$ cat src/osm_defines.svh
// Constants of the oscillator mode and clock-path selector.
// Assumes inclusion by bare name from the package and the design modules.
`ifndef OSM_DEFINES_SVH
`define OSM_DEFINES_SVH

// ****************************************************************
// Oscillator selection field encodings
// ****************************************************************
`define OSM_CFG_W 4
`define OSM_CODE_LP 4'h0
`define OSM_CODE_XT 4'h1
`define OSM_CODE_HS 4'h2
`define OSM_CODE_RC 4'h3
`define OSM_CODE_EC 4'h4
`define OSM_CODE_ECIO 4'h5
`define OSM_CODE_XPLL 4'h6
`define OSM_CODE_RESISTOR_CAP_GPIO_MODE 4'h7
`define OSM_CODE_INTIO 4'h8
`define OSM_CODE_INTCK 4'h9

// ****************************************************************
// Clock figures
// ****************************************************************
`define OSM_CLKOUT_DIV 4
`define OSM_PLL_MULT 4
`define OSM_XTAL_MAX_MHZ 10
`define OSM_XPLL_MAX_MHZ 40
`define OSM_INTPLL_MAX_MHZ 32
`define OSM_MHZ_W 6
`define OSM_PIN6 6
`define OSM_PIN7 7

`endif

$ cat src/osm_pkg.sv
// Types of the oscillator mode and clock-path selector.
// Assumes osm_defines.svh is on the include path.
`include "osm_defines.svh"

package osm_pkg;

    // ************************************************************
    // Oscillator modes
    // ************************************************************
    typedef enum logic [3:0] {
        OSM_MODE_LP = `OSM_CODE_LP,
        OSM_MODE_XT = `OSM_CODE_XT,
        OSM_MODE_HS = `OSM_CODE_HS,
        OSM_MODE_RC = `OSM_CODE_RC,
        OSM_MODE_EC = `OSM_CODE_EC,
        OSM_MODE_ECIO = `OSM_CODE_ECIO,
        OSM_MODE_XPLL = `OSM_CODE_XPLL,
        OSM_MODE_RESISTOR_CAP_GPIO_MODE = `OSM_CODE_RESISTOR_CAP_GPIO_MODE,
        OSM_MODE_INTIO = `OSM_CODE_INTIO,
        OSM_MODE_INTCK = `OSM_CODE_INTCK
    } osm_mode_t;

    // ************************************************************
    // Pin and clock-path roles of one mode
    // ************************************************************
    typedef struct packed {
        logic pin6_clkout;
        logic pin6_gpio;
        logic pin7_gpio;
        logic pll_xtal;
        logic int_osc;
        logic rc_core;
    } osm_role_t;

endpackage

$ cat src/osm_role_if.sv
// Carrier between the mode register and the role decoder.
// Assumes osm_pkg is compiled first.
interface osm_role_if;
    import osm_pkg::*;
    osm_mode_t mode;
    osm_role_t role;
    modport src (output mode, input role);
    modport dec (input mode, output role);
endinterface

$ cat src/osm_role_decode.sv
// Static decode of the latched oscillator mode into pin and PLL roles.
// Assumes the mode on the carrier only changes at reset release.
module osm_role_decode
(
    osm_role_if.dec rif // Mode in, roles out
);
    import osm_pkg::*;

    // ************************************************************
    // Role table
    // ************************************************************
    always_comb
    begin
        rif.role = '0;
        unique case (rif.mode)
            OSM_MODE_RC:
            begin
                rif.role.rc_core = 1'b1;
                rif.role.pin6_clkout = 1'b1;
            end
            OSM_MODE_RESISTOR_CAP_GPIO_MODE:
            begin
                rif.role.rc_core = 1'b1;
                rif.role.pin6_gpio = 1'b1;
            end
            OSM_MODE_XPLL:
            begin
                rif.role.pll_xtal = 1'b1;
            end
            OSM_MODE_ECIO:
            begin
                rif.role.pin6_gpio = 1'b1;
            end
            OSM_MODE_INTIO:
            begin
                rif.role.int_osc = 1'b1;
                rif.role.pin6_gpio = 1'b1;
                rif.role.pin7_gpio = 1'b1;
            end
            OSM_MODE_INTCK:
            begin
                rif.role.int_osc = 1'b1;
                rif.role.pin6_clkout = 1'b1;
                rif.role.pin7_gpio = 1'b1;
            end
            default:
            begin
                rif.role = '0;
            end
        endcase
    end

endmodule

$ cat src/osm_select.sv
// Oscillator mode selector: pin roles of the second oscillator pin and
// port A bits 6 and 7, the quarter-rate clock output (RC mode only; INTCK drives pin 6 low) and the PLL path.
// Assumes the oscillator level is at most a quarter of i_clock, and
// that the configuration field is stable across reset release.
`include "osm_defines.svh"

module osm_select
(
    input wire logic i_clock, // 50 MHz system clock
    input wire logic i_rst, // Synchronous reset, active high
    input wire logic [`OSM_CFG_W-1:0] i_osc_select_config, // Oscillator selection field
    input wire logic i_osc_level, // Oscillator level seen at the first pin
    input wire logic i_pll_sw_enable, // Software PLL enable
    input wire logic i_port_a_pin6_in, // Second oscillator pin level
    input wire logic i_port_a_pin7_in, // First oscillator pin level as I/O
    input wire logic [1:0] i_lat_hi, // Latch bits 7:6 written by the core
    input wire logic [1:0] i_tris_hi, // Direction bits 7:6, high is input
    output logic o_second_osc_pin_out, // Second oscillator pin drive value
    output logic o_second_osc_pin_oe, // Second oscillator pin drive enable
    output logic o_port_a_pin7_out, // First oscillator pin drive value
    output logic o_port_a_pin7_oe, // First oscillator pin drive enable
    output logic [1:0] o_port_a_pins_rd, // Port A bits 7:6 read value
    output logic [1:0] o_lat_rd, // Latch bits 7:6 read value
    output logic [1:0] o_tris_rd, // Direction bits 7:6 read value
    output logic o_pll_on, // PLL running
    output logic o_pll_src_int, // PLL fed by the internal oscillator
    output logic o_rc_core_on, // Resistor-capacitor oscillator core active
    output logic [`OSM_MHZ_W-1:0] o_max_clock_mhz, // Highest internal clock allowed
    output osm_pkg::osm_mode_t o_mode // Latched oscillator mode
);
    import osm_pkg::*;

    // ************************************************************
    // Declarations
    // ************************************************************
    localparam logic [`OSM_MHZ_W-1:0] XTAL_MHZ = `OSM_MHZ_W'(`OSM_XTAL_MAX_MHZ);
    localparam logic [`OSM_MHZ_W-1:0] XPLL_MHZ = `OSM_MHZ_W'(`OSM_XPLL_MAX_MHZ);
    localparam logic [`OSM_MHZ_W-1:0] INTPLL_MHZ = `OSM_MHZ_W'(`OSM_INTPLL_MAX_MHZ);
    localparam logic [`OSM_MHZ_W-1:0] PLL_OUT_MHZ =
        `OSM_MHZ_W'(`OSM_XTAL_MAX_MHZ * `OSM_PLL_MULT);
    localparam int HALF_DIV = `OSM_CLKOUT_DIV / 2;
    localparam logic [1:0] HALF_LAST = 2'(HALF_DIV - 1);

    osm_role_if rif ();

    osm_mode_t mode_ff;
    osm_mode_t nxt_mode;
    logic taken_ff;
    logic nxt_taken;
    logic [2:0] sync1_ff;
    logic [2:0] sync2_ff;
    logic osc_prev_ff;
    logic nxt_osc_prev;
    logic [1:0] div_cnt_ff;
    logic [1:0] nxt_div_cnt;
    logic clkout_ff;
    logic nxt_clkout;
    logic pin6_out_ff;
    logic nxt_pin6_out;
    logic pin6_oe_ff;
    logic nxt_pin6_oe;
    logic pin7_out_ff;
    logic nxt_pin7_out;
    logic pin7_oe_ff;
    logic nxt_pin7_oe;
    logic [1:0] port_rd_ff;
    logic [1:0] nxt_port_rd;
    logic [1:0] lat_rd_ff;
    logic [1:0] nxt_lat_rd;
    logic [1:0] tris_rd_ff;
    logic [1:0] nxt_tris_rd;
    logic pll_on_ff;
    logic nxt_pll_on;
    logic pll_int_ff;
    logic nxt_pll_int;
    logic rc_on_ff;
    logic nxt_rc_on;
    logic [`OSM_MHZ_W-1:0] mhz_ff;
    logic [`OSM_MHZ_W-1:0] nxt_mhz;
    logic [1:0] bit_en;
    logic [1:0] pin_sync;

    assign rif.mode = mode_ff;

    osm_role_decode u_decode (
        .rif (rif)
    );

    // ************************************************************
    // Pin synchronisers
    // ************************************************************
    always_ff @(posedge i_clock)
    begin
        if (i_rst)
        begin
            sync1_ff <= 3'h0;
            sync2_ff <= 3'h0;
        end
        else
        begin
            sync1_ff <= {i_port_a_pin7_in, i_port_a_pin6_in, i_osc_level};
            sync2_ff <= sync1_ff;
        end
    end

    assign pin_sync = sync2_ff[2:1];

    // ************************************************************
    // Mode latch, taken once after reset release
    // ************************************************************
    always_comb
    begin
        nxt_mode = mode_ff;
        nxt_taken = 1'b1;
        if (!taken_ff)
        begin
            nxt_mode = osm_mode_t'(i_osc_select_config);
        end
    end

    always_ff @(posedge i_clock)
    begin
        if (i_rst)
        begin
            mode_ff <= OSM_MODE_LP;
            taken_ff <= 1'b0;
        end
        else
        begin
            mode_ff <= nxt_mode;
            taken_ff <= nxt_taken;
        end
    end

    // ************************************************************
    // Quarter-rate clock from the resistor-capacitor oscillator
    // ************************************************************
    always_comb
    begin
        nxt_osc_prev = sync2_ff[0];
        nxt_div_cnt = div_cnt_ff;
        nxt_clkout = clkout_ff;
        if (!rif.role.rc_core)
        begin
            nxt_div_cnt = 2'h0;
            nxt_clkout = 1'b0;
        end
        else if (sync2_ff[0] && !osc_prev_ff)
        begin
            if (div_cnt_ff == HALF_LAST)
            begin
                nxt_div_cnt = 2'h0;
                nxt_clkout = !clkout_ff;
            end
            else
            begin
                nxt_div_cnt = div_cnt_ff + 2'h1;
            end
        end
    end

    always_ff @(posedge i_clock)
    begin
        if (i_rst)
        begin
            osc_prev_ff <= 1'b0;
            div_cnt_ff <= 2'h0;
            clkout_ff <= 1'b0;
        end
        else
        begin
            osc_prev_ff <= nxt_osc_prev;
            div_cnt_ff <= nxt_div_cnt;
            clkout_ff <= nxt_clkout;
        end
    end

    // ************************************************************
    // Pin roles, gated port bits and PLL path
    // ************************************************************
    assign bit_en = {rif.role.pin7_gpio, rif.role.pin6_gpio};

    genvar gi;
    generate
        for (gi = 0; gi < 2; gi++)
        begin : g_bit
            always_comb
            begin
                nxt_port_rd[gi] = bit_en[gi] && pin_sync[gi];
                nxt_lat_rd[gi] = bit_en[gi] && i_lat_hi[gi];
                nxt_tris_rd[gi] = bit_en[gi] && i_tris_hi[gi];
            end
        end
    endgenerate

    always_comb
    begin
        nxt_pin6_out = 1'b0;
        nxt_pin6_oe = 1'b0;
        if (rif.role.pin6_clkout)
        begin
            nxt_pin6_out = rif.role.rc_core ? clkout_ff : 1'b0;
            nxt_pin6_oe = 1'b1;
        end
        else if (rif.role.pin6_gpio)
        begin
            nxt_pin6_out = i_lat_hi[0];
            nxt_pin6_oe = !i_tris_hi[0];
        end
        nxt_pin7_out = rif.role.pin7_gpio && i_lat_hi[1];
        nxt_pin7_oe = rif.role.pin7_gpio && !i_tris_hi[1];
        nxt_rc_on = rif.role.rc_core;
        nxt_pll_int = rif.role.int_osc && i_pll_sw_enable;
        nxt_pll_on = rif.role.pll_xtal || nxt_pll_int;
        if (rif.role.pll_xtal)
        begin
            nxt_mhz = (PLL_OUT_MHZ < XPLL_MHZ) ? PLL_OUT_MHZ : XPLL_MHZ;
        end
        else if (nxt_pll_int)
        begin
            nxt_mhz = INTPLL_MHZ;
        end
        else
        begin
            nxt_mhz = XTAL_MHZ;
        end
    end

    always_ff @(posedge i_clock)
    begin
        if (i_rst)
        begin
            pin6_out_ff <= 1'b0;
            pin6_oe_ff <= 1'b0;
            pin7_out_ff <= 1'b0;
            pin7_oe_ff <= 1'b0;
            port_rd_ff <= 2'h0;
            lat_rd_ff <= 2'h0;
            tris_rd_ff <= 2'h0;
            pll_on_ff <= 1'b0;
            pll_int_ff <= 1'b0;
            rc_on_ff <= 1'b0;
            mhz_ff <= '0;
        end
        else
        begin
            pin6_out_ff <= nxt_pin6_out;
            pin6_oe_ff <= nxt_pin6_oe;
            pin7_out_ff <= nxt_pin7_out;
            pin7_oe_ff <= nxt_pin7_oe;
            port_rd_ff <= nxt_port_rd;
            lat_rd_ff <= nxt_lat_rd;
            tris_rd_ff <= nxt_tris_rd;
            pll_on_ff <= nxt_pll_on;
            pll_int_ff <= nxt_pll_int;
            rc_on_ff <= nxt_rc_on;
            mhz_ff <= nxt_mhz;
        end
    end

    // ************************************************************
    // Outputs
    // ************************************************************
    assign o_second_osc_pin_out = pin6_out_ff;
    assign o_second_osc_pin_oe = pin6_oe_ff;
    assign o_port_a_pin7_out = pin7_out_ff;
    assign o_port_a_pin7_oe = pin7_oe_ff;
    assign o_port_a_pins_rd = port_rd_ff;
    assign o_lat_rd = lat_rd_ff;
    assign o_tris_rd = tris_rd_ff;
    assign o_pll_on = pll_on_ff;
    assign o_pll_src_int = pll_int_ff;
    assign o_rc_core_on = rc_on_ff;
    assign o_max_clock_mhz = mhz_ff;
    assign o_mode = mode_ff;

endmodule

$ cat config.mk
export PLATFORM = sky130hd
export DESIGN_NAME = osm_select
export DESIGN_NICKNAME = d
export VERILOG_FILES = /design/src/osm_pkg.sv /design/src/osm_role_if.sv /design/src/osm_role_decode.sv /design/src/osm_select.sv
export VERILOG_INCLUDE_DIRS = /design/src
export SDC_FILE = /design/constraint.sdc
export NUM_CORES = 1
export LEC_CHECK = 0
export ABC_AREA = 1
export BUFFER_PORTS_ARGS = -buffer_cell sky130_fd_sc_hd__buf_2
export CORE_MARGIN = 5
export CORE_UTILIZATION = 40
export CTS_BUF_LIST = sky130_fd_sc_hd__clkbuf_2 sky130_fd_sc_hd__clkbuf_4 sky130_fd_sc_hd__clkbuf_8
export DETAILED_ROUTE_END_ITERATION = 8
export PLACE_DENSITY = 0.67
export SLEW_MARGIN = 20
export SYNTH_ARGS = -nofsm -noshare
export SYNTH_HDL_FRONTEND = slang
export SYNTH_SLANG_ARGS = --single-unit
export TNS_END_PERCENT = 5
$ cat constraint.sdc
create_clock -name i_clock -period 1.2 [get_ports i_clock]
set_input_delay 0.18 -clock i_clock [delete_from_list [all_inputs] [get_ports i_clock]]
set_output_delay 0.18 -clock i_clock [all_outputs]
set_load 0.1 [all_outputs]
==> reports/results.ini <==
[min_path]
min_path_type=in2reg

[pwr]
total_leakage_power_nw=0.704
peakVddDrop_mv=0.846
total_power_mw=2.10
cellPowerDensity_nw_per_um2=1360

[cts]
cts-buffers-inserted=5
post_cts_buffers=0
cts-htree-levels=2
cts_resized=0
clk_pin_slew_ns=0.08
clockRootBuffer=clkbuf_4
clock_latency_ns=0.32
cts_sinks=29
cts_tree=yes
hold_buffers=0
cts_buffer_depth=2

[layout]
final_cell_mix=nor2_1, dfxtp_1, inv_1, buf_12
drive_gt1_frac=0.373
antenna_cells=0
fin_util=0.633
mostFrequentLayoutCell=nor2_1
layout.nets=171
areaGrowthSynthToFinish_pct=55.6

[place]
dp_hpwl_um=1620
gp_congestion=0.786
port_buffers=33

[critical_path]
critPathKind=reg2out
crit_buf_inv=1
arrival_ns=0.93
critPathSlowestCell=dfxtp_2
crit_family=flip-flops
worstSetupStartpointType=flop
worstPathMaxFanout=6
critPathMaxStageDelay_ns=0.42
worstPathCellList=buf_12
worst_ep_required_time_ns=1.02
critPathCaptureType=primary output

[logic_synthesis]
ys_types=17
ys_seq_area_frac=0.587
synthCells=120
syn_area_per_cell_um2=8.25
yosysWarnings=0
synth-seq-cells=29
netlist_area_um2=990

[timing]
period_share=0.921
setup_viol=0
finalHoldViolCount=0
fin_skew_ns=0.00580
fmax_ghz=0.905
report.final.slew_viol_count=0
tns_ns=0
final.min_clock_period_ns=1.11
rsz0062_at_grt=no
whs_ns=0.0334

[drt]
final_antenna_net_count=0
dr.pass1.iters=4
routed_wl_um=1990
routedWlPerCell_um=10.6
routed_via_density=4.34
first_iter_violations=14
via_count=816
remaining_drc_errors=0

[global_routing]
grt_max_degree=13
antenna_found_initial=0
grt_pass1_vias=774
grt_pass1_wl_um=3190
grt-ovfl-total=0
grtUsageTotal=0.125

[floorplan]
rows=18
core_area_um2=2430
num_io_pins=37
dieArea_um2=3570
dieHeight_um=59.7
die_w_um=59.7
start_util=0.407

[job]
maxCapViolations=0

[status]
status=completed

==> power by group <==
group / switching (mW) / leakage [nW] / internal (mW) / total (mW)
combinational: 0.313 / 0.427 / 0.144 / 0.457
clock: 0.299 / 0.0368 / 0.301 / 0.600
sequential: 0.0393 / 0.241 / 0.999 / 1.04
total: 0.652 / 0.704 / 1.44 / 2.10
==> metrics by stage <==
step	area, µm²	worst slack, ns	cells
6_report	1540	0.0948	188
5_1_grt	1540	0.0359	188
4_1_cts	1540	0.0736	188
3_5_place_dp	1480	0.163	180
3_3_place_gp	1480	0.242	180
2_1_floorplan	1010	-0.00176	122
==> state kept, by name (all words and copies together) (netlist names), 2 cells and up <==
| name | cells |
|---|---|
| sync1_ff | 3 |
| o_mode | 4 |
| div_cnt_ff | 2 |
| o_max_clock_mhz | 3 |
| o_tris_rd | 2 |
| o_port_a_pins_rd | 2 |
| sync2_ff | 3 |
==> cells by family (layout without fill, tap and decap cells) <==
| logic type | after synthesis | count (layout) | share of synthesized area |
|---|---|---|---|
| simple gates | 50 | 50 | 0.212 |
| flops | 29 | 29 | 0.587 |
| buf+inv | 29 | 65 | 0.130 |
| compound gates | 11 | 11 | 0.0670 |
| other cells | 1 | 3 | 0.00379 |
==> final timing paths <==
kind	slack, ns	cells after the start	startpoint	end
setup / recovery	0.09	1	o_mode[2]	o_mode[2]
hold / removal	0.03	2	i_tris_hi[1]	o_port_a_pin7_oe
setup reg to reg	0.14	7	o_mode[3]	o_max_clock_mhz[3]
hold reg to reg	0.40	2	sync1_ff[2]	sync2_ff[2]
==> layout make-up <==
| cell class | count | area, µm² |
|---|---|---|
| clock buffers | 8 | 60.1 |
| well taps | 30 | 37.5 |
| multi-input cells | 64 | 288 |
| fillers | 191 | 892 |
| repair buffers | 34 | 473 |
| flip-flops and latches | 29 | 596 |
| inverters | 23 | 86.3 |
==> routing by layer <==
layer,vias up,track usage,wire (µm)
met3,2,0.0648,155
li1,424,-,-
met2,26,0.205,1050
met5,-,0,0
met4,0,0.0570,21
met1,364,0.131,765
==> synthesized netlist by cell type (all sizes together) <==
cell type | n | share of area
dfxtp | 29 | 0.59
nor2 | 26 | 0.10
inv | 23 | 0.087
nand2 | 17 | 0.075
a21oi | 6 | 0.038
buf | 6 | 0.043
o21ai | 5 | 0.029
nand3 | 3 | 0.015
nor3 | 3 | 0.015
conb | 1 | 0.0038
nand4 | 1 | 0.0063
(Power assumes the default switching activity.)
